[config.mk]
export PLATFORM = sky130hd
export DESIGN_NAME = irs_read_sequencer
export DESIGN_NICKNAME = d
export VERILOG_FILES = /design/src/logic/irs_pkg.sv /design/src/logic/irs_read_sequencer.sv
export VERILOG_INCLUDE_DIRS = /design/src /design/src/logic
export SDC_FILE = /design/constraint.sdc
export NUM_CORES = 1
export LEC_CHECK = 0
export BUFFER_PORTS_ARGS = -buffer_cell sky130_fd_sc_hd__buf_2
export CAP_MARGIN = 10
export CORE_UTILIZATION = 50
export DETAILED_ROUTE_END_ITERATION = 10
export PLACE_DENSITY = 0.69
export SLEW_MARGIN = 20
export SYNTH_ARGS = -nofsm -noshare
export SYNTH_HDL_FRONTEND = slang
export SYNTH_SLANG_ARGS = --single-unit
[constraint.sdc]
create_clock -name core_clk -period 2.9 [get_ports core_clk]
set_input_delay 0.145 -clock core_clk [delete_from_list [all_inputs] [get_ports core_clk]]
set_output_delay 0.145 -clock core_clk [all_outputs]
set_load 0.05 [all_outputs]
[src/logic/irs_params.svh]
// Constants for the I2C read sequencer: timing, field codes, frame positions
//
// Overview of operation
// - Format bit 1 combined read, 0 normal read
// - Start reads only on accepted send with read select
// - Controller drives clock from START to STOP
// - Combined: address, pointer bytes, then repeated START
// - Drive read address, then release data line
// - Acknowledge every received byte except the last
// - Last byte gets NACK, then STOP
// - Pointer one or two bytes, data one to four
// - Pointer field 0 one byte; length 01 two
// - Seven-bit normal read: address, then data only
// - Ten-bit normal read: repeated START, no pointer
// - Pointer-only write when alternate bit, length 10
// - Digital monitor: raw level versus driven level
// - Digital enable gates digital flag into alert
// - Filtered monitor: filtered level versus driven level
// - Filtered enable gates filtered flag into alert
// - Raw and filtered checks separate: a stuck-low input sets only its own flag
// - Send while busy rejected, flagged, transaction untouched
// - Missing ack flagged, transaction runs to STOP
`ifndef IRS_PARAMS_SVH
`define IRS_PARAMS_SVH

`define IRS_CLK_MHZ 25
`define IRS_QUARTER_NS 625
`define IRS_QUARTER_CYC ((`IRS_QUARTER_NS * `IRS_CLK_MHZ) / 1000)
`define IRS_QCNT_W 5
`define IRS_FIFO_DEPTH 8
`define IRS_BYTE_W 8
`define IRS_SEQ_LEN 5
`define IRS_ACK_BIT 4'h8
`define IRS_LAST_DATA_BIT 4'h7
`define IRS_Q_LOW0 2'h0
`define IRS_Q_HIGH1 2'h1
`define IRS_Q_HIGH2 2'h2
`define IRS_Q_LOW3 2'h3
`define IRS_TEN_BIT_HEAD 5'h1E
`define IRS_PTR_WRITE_LEN 2'h2
`define IRS_NO_RESTART 3'h7
`define IRS_RD_RESET 32'h0000_0000

`endif

[src/logic/irs_pkg.sv]
// Types shared by the I2C read sequencer
`default_nettype none
package irs_pkg;
	typedef enum logic [2:0]
	{
		IRS_IDLE = 3'h0,
		IRS_START = 3'h1,
		IRS_TX = 3'h3,
		IRS_RSTART = 3'h2,
		IRS_RX = 3'h6,
		IRS_STOP = 3'h7
	} irs_state_t;
endpackage : irs_pkg
`default_nettype wire

[src/logic/irs_read_sequencer.sv]
// I2C read sequencer with contention monitors and received-byte FIFO
`timescale 1ns/1ps
`default_nettype none
`include "irs_params.svh"

////////////////////////////////////////////////////////////////////////////////
module irs_fifo #(
	parameter int WIDTH = 8,
	parameter int DEPTH = 8
) (
	input wire logic core_clk,
	input wire logic reset_n,
	input wire logic in_valid,
	output logic in_ready,
	input wire logic [WIDTH-1:0] in_data,
	output logic out_valid,
	input wire logic out_ready,
	output logic [WIDTH-1:0] out_data
);
	localparam int AW = $clog2(DEPTH);
	logic [WIDTH-1:0] mem [0:DEPTH-1];
	logic [AW-1:0] wr_ptr;
	logic [AW-1:0] rd_ptr;
	logic [AW:0] count;
	wire push = in_valid && in_ready;
	wire pop = out_valid && out_ready;

	assign in_ready = (count != (AW+1)'(DEPTH));
	assign out_valid = (count != '0);
	assign out_data = mem[rd_ptr];

	always_ff @(posedge core_clk)
	begin
		if (push)
			mem[wr_ptr] <= in_data;
	end

	always_ff @(posedge core_clk or negedge reset_n)
	begin
		if (!reset_n)
		begin
			wr_ptr <= '0;
			rd_ptr <= '0;
			count <= '0;
		end
		else
		begin
			if (push)
				wr_ptr <= (wr_ptr == AW'(DEPTH - 1)) ? '0 : wr_ptr + 1'b1;
			if (pop)
				rd_ptr <= (rd_ptr == AW'(DEPTH - 1)) ? '0 : rd_ptr + 1'b1;
			count <= count + (AW+1)'(push) - (AW+1)'(pop);
		end
	end
endmodule : irs_fifo

////////////////////////////////////////////////////////////////////////////////
module irs_read_sequencer
	import irs_pkg::*;
(
	input wire logic core_clk,
	input wire logic reset_n,
	input wire logic transaction_send_command,
	input wire logic read_write_select,
	input wire logic read_format_select,
	input wire logic ten_bit_address_select,
	input wire logic alternate_write_select,
	input wire logic pointer_length_field,
	input wire logic [1:0] data_length_field,
	input wire logic [9:0] target_address,
	input wire logic [15:0] pointer_bytes,
	input wire logic digital_contention_alert_enable,
	input wire logic filtered_contention_alert_enable,
	input wire logic status_clear,
	input wire logic scl_in,
	input wire logic sda_in,
	input wire logic scl_filtered_in,
	input wire logic sda_filtered_in,
	output logic scl_out,
	output logic scl_oe_n,
	output logic sda_out,
	output logic sda_oe_n,
	output logic busy,
	output logic request_rejected_flag,
	output logic address_nack_flag,
	output logic data_nack_flag,
	output logic digital_contention_flag,
	output logic filtered_contention_flag,
	output logic summary_bus_alert,
	output logic [31:0] read_data,
	output logic rx_valid,
	input wire logic rx_ready,
	output logic [7:0] rx_data
);
	// First address byte: plain 7-bit address or the 10-bit header
	function automatic logic [7:0] first_addr(input logic [9:0] a, input logic ten,
		input logic rd);
		first_addr = ten ? {`IRS_TEN_BIT_HEAD, a[9:8], rd} : {a[6:0], rd};
	endfunction : first_addr

	////////////////////////////////////////////////////////////////////////////
	// Pin synchronisers: scl, sda, filtered scl, filtered sda
	logic [3:0] pin_meta;
	logic [3:0] pin_sync;
	always_ff @(posedge core_clk or negedge reset_n)
	begin
		if (!reset_n)
		begin
			pin_meta <= 4'hF;
			pin_sync <= 4'hF;
		end
		else
		begin
			pin_meta <= {sda_filtered_in, scl_filtered_in, sda_in, scl_in};
			pin_sync <= pin_meta;
		end
	end
	wire scl_raw = pin_sync[0];
	wire sda_raw = pin_sync[1];
	wire scl_filt = pin_sync[2];
	wire sda_filt = pin_sync[3];

	////////////////////////////////////////////////////////////////////////////
	// Sequencer state
	irs_state_t state;
	irs_state_t next_state;
	logic [`IRS_QCNT_W-1:0] qcnt;
	logic [1:0] quarter;
	logic [3:0] bit_cnt;
	logic [2:0] byte_cnt;
	logic [7:0] seq [0:`IRS_SEQ_LEN-1];
	logic [`IRS_SEQ_LEN-1:0] addr_mask;
	logic [2:0] seq_len;
	logic [2:0] restart_at;
	logic [1:0] rx_last;
	logic read_mode;
	logic [7:0] rx_shift;

	// Command decode and byte list for the request on the ports
	logic [7:0] next_seq [0:`IRS_SEQ_LEN-1];
	logic [`IRS_SEQ_LEN-1:0] next_mask;
	logic [2:0] next_len;
	logic [2:0] next_restart;
	wire ptr_write = !read_write_select && alternate_write_select
		&& (data_length_field == `IRS_PTR_WRITE_LEN);
	wire cmd_ok = read_write_select || ptr_write;
	wire accept = transaction_send_command && !busy && cmd_ok;
	wire reject = transaction_send_command && busy;
	wire with_ptr = ptr_write || read_format_select;
	wire with_restart = read_write_select && (read_format_select || ten_bit_address_select);

	always_comb
	begin
		logic [2:0] k;
		k = 3'h0;
		for (int i = 0; i < `IRS_SEQ_LEN; i++)
			next_seq[i] = 8'h00;
		next_mask = '0;
		next_restart = `IRS_NO_RESTART;
		if (!read_write_select || with_restart)
		begin
			next_seq[k] = first_addr(target_address, ten_bit_address_select, 1'b0);
			next_mask[k] = 1'b1;
			k = k + 3'h1;
			if (ten_bit_address_select)
			begin
				next_seq[k] = target_address[7:0];
				next_mask[k] = 1'b1;
				k = k + 3'h1;
			end
			if (with_ptr)
			begin
				if (pointer_length_field)
				begin
					next_seq[k] = pointer_bytes[15:8];
					k = k + 3'h1;
				end
				next_seq[k] = pointer_bytes[7:0];
				k = k + 3'h1;
			end
		end
		if (read_write_select)
		begin
			if (with_restart)
				next_restart = k;
			next_seq[k] = first_addr(target_address, ten_bit_address_select, 1'b1);
			next_mask[k] = 1'b1;
			k = k + 3'h1;
		end
		next_len = k;
	end

	////////////////////////////////////////////////////////////////////////////
	// Quarter-bit timing; stalls with SCL low while the FIFO is full
	logic fifo_in_ready;
	wire rx_byte_done = (state == IRS_RX) && (bit_cnt == `IRS_LAST_DATA_BIT)
		&& (quarter == `IRS_Q_LOW3);
	wire stall = rx_byte_done && !fifo_in_ready;
	wire tick = (qcnt == `IRS_QCNT_W'(`IRS_QUARTER_CYC - 1)) && !stall;
	wire end_bit = tick && (quarter == `IRS_Q_LOW3);
	wire sample = tick && (quarter == `IRS_Q_HIGH1);
	wire push_byte = tick && rx_byte_done;
	wire last_tx = (byte_cnt == seq_len - 3'h1);
	wire last_rx = (byte_cnt[1:0] == rx_last);
	wire [7:0] tx_byte = seq[byte_cnt];

	always_comb
	begin
		next_state = state;
		case (state)
			IRS_IDLE:
				if (accept)
					next_state = IRS_START;
			IRS_START, IRS_RSTART:
				if (end_bit)
					next_state = IRS_TX;
			IRS_TX:
				if (end_bit && bit_cnt == `IRS_ACK_BIT)
				begin
					if (last_tx)
						next_state = read_mode ? IRS_RX : IRS_STOP;
					else if (byte_cnt + 3'h1 == restart_at)
						next_state = IRS_RSTART;
				end
			IRS_RX:
				if (end_bit && bit_cnt == `IRS_ACK_BIT && last_rx)
					next_state = IRS_STOP;
			IRS_STOP:
				if (end_bit)
					next_state = IRS_IDLE;
			default:
				next_state = IRS_IDLE;
		endcase
	end

	always_ff @(posedge core_clk or negedge reset_n)
	begin
		if (!reset_n)
		begin
			state <= IRS_IDLE;
			qcnt <= '0;
			quarter <= `IRS_Q_LOW0;
		end
		else
		begin
			state <= next_state;
			if (state == IRS_IDLE || tick)
				qcnt <= '0;
			else if (!stall)
				qcnt <= qcnt + 1'b1;
			if (state == IRS_IDLE)
				quarter <= `IRS_Q_LOW0;
			else if (tick)
				quarter <= quarter + 2'h1;
		end
	end

	// Bit and byte counters, captured command
	always_ff @(posedge core_clk or negedge reset_n)
	begin
		if (!reset_n)
		begin
			bit_cnt <= '0;
			byte_cnt <= '0;
			seq_len <= '0;
			restart_at <= `IRS_NO_RESTART;
			rx_last <= '0;
			read_mode <= 1'b0;
			addr_mask <= '0;
			rx_shift <= '0;
			for (int i = 0; i < `IRS_SEQ_LEN; i++)
				seq[i] <= 8'h00;
		end
		else
		begin
			if (accept)
			begin
				seq <= next_seq;
				addr_mask <= next_mask;
				seq_len <= next_len;
				restart_at <= next_restart;
				rx_last <= data_length_field;
				read_mode <= read_write_select;
				byte_cnt <= '0;
				bit_cnt <= '0;
			end
			else if (end_bit)
			begin
				if (state != IRS_TX && state != IRS_RX)
					bit_cnt <= '0;
				else if (bit_cnt == `IRS_ACK_BIT)
				begin
					bit_cnt <= '0;
					byte_cnt <= (state == IRS_TX && last_tx) ? 3'h0 : byte_cnt + 3'h1;
				end
				else
					bit_cnt <= bit_cnt + 4'h1;
			end
			if (sample && state == IRS_RX && bit_cnt != `IRS_ACK_BIT)
				rx_shift <= {rx_shift[6:0], sda_raw};
		end
	end

	////////////////////////////////////////////////////////////////////////////
	// Line drive per quarter
	logic next_scl;
	logic next_sda;
	logic next_sda_drv;
	wire scl_high = (quarter == `IRS_Q_HIGH1) || (quarter == `IRS_Q_HIGH2);
	always_comb
	begin
		next_scl = 1'b1;
		next_sda = 1'b1;
		next_sda_drv = 1'b1;
		case (state)
			IRS_IDLE:
				next_sda_drv = 1'b0;
			IRS_START, IRS_RSTART:
			begin
				next_scl = scl_high;
				next_sda = (quarter == `IRS_Q_LOW0) || (quarter == `IRS_Q_HIGH1);
			end
			IRS_TX:
			begin
				next_scl = scl_high;
				next_sda = tx_byte[3'h7 - bit_cnt[2:0]];
				next_sda_drv = (bit_cnt != `IRS_ACK_BIT);
			end
			IRS_RX:
			begin
				next_scl = scl_high;
				next_sda = last_rx;
				next_sda_drv = (bit_cnt == `IRS_ACK_BIT);
			end
			IRS_STOP:
			begin
				next_scl = (quarter != `IRS_Q_LOW0);
				next_sda = (quarter == `IRS_Q_HIGH2) || (quarter == `IRS_Q_LOW3);
			end
			default:
				next_sda_drv = 1'b0;
		endcase
	end

	always_ff @(posedge core_clk or negedge reset_n)
	begin
		if (!reset_n)
		begin
			scl_out <= 1'b1;
			scl_oe_n <= 1'b1;
			sda_out <= 1'b1;
			sda_oe_n <= 1'b1;
			busy <= 1'b0;
		end
		else
		begin
			scl_out <= next_scl;
			scl_oe_n <= (next_state == IRS_IDLE);
			sda_out <= next_sda;
			sda_oe_n <= !next_sda_drv;
			busy <= (next_state != IRS_IDLE);
		end
	end

	////////////////////////////////////////////////////////////////////////////
	// Status flags; a new event wins over a clear in the same cycle
	wire ack_missing = sample && state == IRS_TX && bit_cnt == `IRS_ACK_BIT && sda_raw;
	wire eval = sample && !scl_oe_n;
	wire dig_err = eval && ((scl_raw != scl_out) || (!sda_oe_n && sda_raw != sda_out));
	wire filt_err = eval && ((scl_filt != scl_out) || (!sda_oe_n && sda_filt != sda_out));

	always_ff @(posedge core_clk or negedge reset_n)
	begin
		if (!reset_n)
		begin
			request_rejected_flag <= 1'b0;
			address_nack_flag <= 1'b0;
			data_nack_flag <= 1'b0;
			digital_contention_flag <= 1'b0;
			filtered_contention_flag <= 1'b0;
			summary_bus_alert <= 1'b0;
		end
		else
		begin
			request_rejected_flag <= reject || (request_rejected_flag && !status_clear);
			address_nack_flag <= (ack_missing && addr_mask[byte_cnt])
				|| (address_nack_flag && !status_clear);
			data_nack_flag <= (ack_missing && !addr_mask[byte_cnt])
				|| (data_nack_flag && !status_clear);
			digital_contention_flag <= dig_err
				|| (digital_contention_flag && !status_clear);
			filtered_contention_flag <= filt_err
				|| (filtered_contention_flag && !status_clear);
			summary_bus_alert <= request_rejected_flag
				|| (digital_contention_flag && digital_contention_alert_enable)
				|| (filtered_contention_flag && filtered_contention_alert_enable);
		end
	end

	////////////////////////////////////////////////////////////////////////////
	// Received bytes: word image and stream FIFO
	always_ff @(posedge core_clk or negedge reset_n)
	begin
		if (!reset_n)
			read_data <= `IRS_RD_RESET;
		else if (push_byte)
			read_data[byte_cnt[1:0]*8 +: 8] <= rx_shift;
	end

	irs_fifo #(
		.WIDTH(`IRS_BYTE_W),
		.DEPTH(`IRS_FIFO_DEPTH)
	) u_fifo (
		.core_clk(core_clk),
		.reset_n(reset_n),
		.in_valid(push_byte),
		.in_ready(fifo_in_ready),
		.in_data(rx_shift),
		.out_valid(rx_valid),
		.out_ready(rx_ready),
		.out_data(rx_data)
	);
endmodule : irs_read_sequencer
`default_nettype wire

==> results list <==
- Core Area: 18830 sq um
- Clock latency on the worst-skew pair: 0.51 ns
- The tree built by TritonCTS fans out to 203 sinks.
* Result of the run: finished, final reports clean
- Count of synthesis-stage warnings from yosys: 0
- Hold timing on the final database bottoms out at a slack of 0.02085 ns.
* Number of buffer cells added on primary ports: 95
- Number of synthesized register bits: 203
* Main combinational cell family by area after synthesis: simple AND/OR/NAND/NOR gates
* Hold Path Class: in2reg
* Grt peak-use layer: met2
* Biggest area contributors in the synthesized netlist: sky130_fd_sc_hd__dfrtp_1 (32%), sky130_fd_sc_hd__edfxtp_1 (20%), sky130_fd_sc_hd__nand2_1 (6.2%), sky130_fd_sc_hd__mux4_2 (5.6%), sky130_fd_sc_hd__dfstp_2 (4.1%)
* Required time at the endpoint of the critical path: 2.76 ns
- Final routed wire length divided by cell count: 17.86 microns
- Setup total negative slack on the finished layout was measured at 0 ns.
* Overall die area: 19950 sq um
* # Max-Cap Violations: 0
- In this run, distinct cell masters in the synthesized netlist total 69.
- In the final layout, the share of cells above drive strength 1 is 23.69%.
* Setup Viol. Count Final: 0
- The endpoint identified for the worst register-to-register timing path is u_fifo.mem[0][0]$_DFFE_PP_.
- The setup check on the worst reg-to-reg path leaves a slack of 0.52 ns.
- In this run the horizontal extent of the chip is 141.3 microns.
- Entering global routing, the biggest net connects 66 pins.
- Syn avg cell area: 11.38 sq um
- Largest voltage drop on the vdd net: 0.3574 mV
- Setup Fix Bufs, Post-CTS: 0
- Summing over every cut layer, the via total after detailed routing is 6994.
* Beginning of the worst hold path: target_address[3]
- For the pin with the worst max-slew slack, the measured transition is 0.7859 ns.
* Maximum fanout along the worst path: 18
- STA classifies the critical path startpoint as a register.
- Simple-gate portion of the synthesized area: 13.73%
- The initial antenna violation count came to 0.
* Proportion of register bits with asynchronous set or reset after synthesis: 68.47%
- Initial cell density of the core: 51.49%
- After legalization and detailed placement, the total HPWL measured 15.79 mm.
* Clock edge transition at the registers on the reported setup and hold paths: 0.06 ns
* Worst Hold End: seq[27]$_DFFE_PN0P_
- Cells after Synth: 852
- Using the TritonRoute via totals, the vias-per-cell ratio works out to 5.568.
- Summing the areas of all compound-gate instances in the mapped netlist gives 12.16% of the synthesized area.
- Of the total synthesized cell area, the portion taken by full adders, half adders and majority gates is 4.078%.
- Overall power consumption: 0.006836 W
* Count of flip-flops with a built-in enable after synthesis: 64
* Maximum achievable frequency: 404.7 MHz
* Synthesized netlist net count: 927
- The area growth from synthesis to layout is 18.88%.
- Yosys top cell area share: 32.00%
- After filler insertion, the fill cell instance count of the layout stands at 1510.
- The worst setup path is captured at a primary output.
- Power density of the placed cells: 593.1 nW/um^2
* Final count of pins violating max slew: 0
- Drc violations: 0
* Number of rows created at floorplan: 50
- The clock passes through at most 3 buffers.
* Root buffer selected by CTS: sky130_fd_sc_hd__clkbuf_16
- The critical path is of the reg2out type.
* Clock tree from TritonCTS: done
- Total wirelength of the detailed-routed design: 22.43 mm
- In this run the critical register-to-register path is launched from state[0]$_DFF_PN0_.
* Detail Route Antenna Nets: 0
- GRT Util Overall: 23.31%
* Inserted Clock Buffers: 22
- At the end of routability-driven placement, the weighted congestion stood at 0.8838.
- sky130_fd_sc_hd__nand2_1 is the most common cell in the netlist.
- H-tree Lvls: 1
- Library cell with the largest summed area after synthesis: sky130_fd_sc_hd__dfrtp_1
- Along the worst hold path, the cell count comes to 3.
- The clock period could shrink to 2.471 ns.
- The analysis attributes to cell leakage a power of 4.704 nW.
- Antenna cell count: 0
* Number of iterations in the first detailed-routing pass: 5
- Worst slew slack as a fraction of its limit: 47.60%
* Remaining global-route overflow: 0
- Post-Synth XOR/XNOR Area: 2.052%
- The die is 141.3 microns tall.
* Count of endpoints failing hold in the final timing report: 0
- Setup repair after global routing missed its margin: false
* Register area share after synthesis: 55.89%
- For the worst setup path, the data arrival time is 2.33 ns.
* Worst Clk Skew: 0.01704 ns
- During I/O placement, the number of pins put on the boundary was 96.
- Once layout is complete, the utilization of the core stands at 61.21%.
- First-pass GRT wire length: 35.97 mm
- After the last flow step, the layout net total stands at 1055.
- The final critical path takes up 85.20% of the cycle.
- Measured against the total synthesized area, the mux share comes to 9.098%.
- The number of global-route vias before repair was 6842.
- Grt met1 use: 30.07%
- Cell count of the worst reg-to-reg path: 5
- Met3 Use GR: 3.341%
- Post-synthesis instance area: 9696 sq um
- In the synthesized netlist, the cells that appear most often are sky130_fd_sc_hd__nand2_1 (160), sky130_fd_sc_hd__dfrtp_1 (124), sky130_fd_sc_hd__o21ai_0 (74).
- Among all flip-flop cells after synthesis, the most frequent one is sky130_fd_sc_hd__dfrtp_1.
* Drt first-iter violations: 500
- GR met2 Demand/Resource: 40.80%
## metal layers
layer | vias up | part of all wire, %
li1 | 3346 | -
met1 | 3399 | 42
met2 | 215 | 50
met3 | 34 | 4.8
met4 | 0 | 2.4
met5 | - | 0
## cells in the final DEF (no fill, tap or decap), types with 3 or more instances in the layout
cell type,netlist,routed
sky130_fd_sc_hd__o21a_1,6,6
sky130_fd_sc_hd__dfrtp_1,124,124
sky130_fd_sc_hd__nor2b_1,6,6
sky130_fd_sc_hd__a21oi_1,29,29
sky130_fd_sc_hd__nand3b_1,7,7
sky130_fd_sc_hd__nor2_1,43,43
sky130_fd_sc_hd__nand2_1,160,160
sky130_fd_sc_hd__o21ai_0,74,74
sky130_fd_sc_hd__clkbuf_1,32,5
sky130_fd_sc_hd__clkbuf_8,0,7
sky130_fd_sc_hd__a22oi_1,7,7
sky130_fd_sc_hd__mux2i_1,6,6
sky130_fd_sc_hd__clkbuf_16,0,23
sky130_fd_sc_hd__ha_1,30,30
sky130_fd_sc_hd__nor3_1,13,13
sky130_fd_sc_hd__inv_1,26,26
sky130_fd_sc_hd__nand2b_1,4,4
sky130_fd_sc_hd__mux2_2,25,25
sky130_fd_sc_hd__o221ai_1,12,12
sky130_fd_sc_hd__dfstp_2,15,15
sky130_fd_sc_hd__a211oi_1,3,3
sky130_fd_sc_hd__xor2_1,8,8
sky130_fd_sc_hd__o31ai_1,4,4
sky130_fd_sc_hd__and4b_1,3,3
sky130_fd_sc_hd__xnor2_1,12,12
sky130_fd_sc_hd__dlygate4sd3_1,0,23
sky130_fd_sc_hd__a221o_1,8,8
sky130_fd_sc_hd__nand3_1,13,13
sky130_fd_sc_hd__nor3b_1,12,12
sky130_fd_sc_hd__or2_2,3,3
sky130_fd_sc_hd__nand4_1,6,6
sky130_fd_sc_hd__mux4_2,24,24
sky130_fd_sc_hd__buf_2,6,94
sky130_fd_sc_hd__clkinv_2,0,4
sky130_fd_sc_hd__edfxtp_1,64,64
sky130_fd_sc_hd__and3_1,4,4
sky130_fd_sc_hd__a31oi_1,7,7
sky130_fd_sc_hd__buf_4,2,31
sky130_fd_sc_hd__a22o_1,5,5
## critical path: stages (launching register included)
cell and delay, ns:
sky130_fd_sc_hd__dfrtp_1 0.85, sky130_fd_sc_hd__mux4_2 0.46, sky130_fd_sc_hd__mux2_2 0.30, sky130_fd_sc_hd__buf_2 0.21
## area by class of cell
type | instances | area, sq um | area share (%)
sequential | 203 | 5419 | 47.01
inverter | 27 | 101.3 | 0.8793
clock buffer | 35 | 690.7 | 5.992
tap | 260 | 325.3 | 2.822
clock inverter | 5 | 27.53 | 0.2388
multi-input combinational | 576 | 3998 | 34.68
timing repair buffer | 150 | 964.7 | 8.369
## state kept, by name, summed over array words and instances, names as in the netlist, 2 cells and up
name           count
u_fifo.mem        64
read_data         32
seq               40
bit_cnt            4
byte_cnt           3
pin_meta           4
seq_len            3
u_fifo.rd_ptr      3
addr_mask          4
rx_last            2
state              3
rx_shift           8
restart_at         3
pin_sync           4
qcnt               5
u_fifo.count       4
u_fifo.wr_ptr      3
quarter            2
## how the worst max path moves through the flow
| stage | start | slack [ns] | cells after the start | to |
|---|---|---|---|---|
| floorplan | qcnt[0]$_DFFE_PN0P_ | 0.31 | 6 | u_fifo.mem[0][0]$_DFFE_PP_ |
| global placement | state[0]$_DFF_PN0_ | 0.59 | 5 | u_fifo.mem[0][4]$_DFFE_PP_ |
| detailed placement | state[0]$_DFF_PN0_ | 0.55 | 5 | u_fifo.mem[0][0]$_DFFE_PP_ |
| CTS | u_fifo.rd_ptr[1]$_DFFE_PN0P_ | 0.40 | 3 | rx_data[1] |
| global route | quarter[0]$_DFFE_PN0N_ | 0.37 | 6 | u_fifo.mem[0][7]$_DFFE_PP_ |
| finish | u_fifo.rd_ptr[1]$_DFFE_PN0P_ | 0.43 | 3 | rx_data[1] |
## cell families (layout without fill, tap and decap cells)
logic type,Yosys count,count (layout)
AND/OR/NAND/NOR,288,288
flip-flops,203,203
XOR/XNOR,21,21
adder cells (fa/ha/maj),31,31
multiplexers,55,55
AO/OA/AOI/OAI,181,181
buffers and inverters,73,217
## power by group
part,internal (W),leakage [nW],switching (W)
clock,0.00163,0.355,0.00109
sequential,0.00307,2.23,0.000150
combinational,0.000428,2.12,0.000473
## per-stage QoR
step	setup WS, ns	instances	area (sq um)
final	0.4293	1256	11530
after global routing	0.3692	1256	11530
after CTS	0.4030	1256	11530
after detailed placement	0.5457	1193	10580
after global placement	0.5928	1193	10580
after floorplan	0.3058	852	9696
## timing repair
item | 4_1_cts | 5_1_grt
resized for setup | 0 | 0
endpoints found under the hold margin | 76 | 0
hold buffers | 23 | 0
Power figures use the tool's default switching activity.
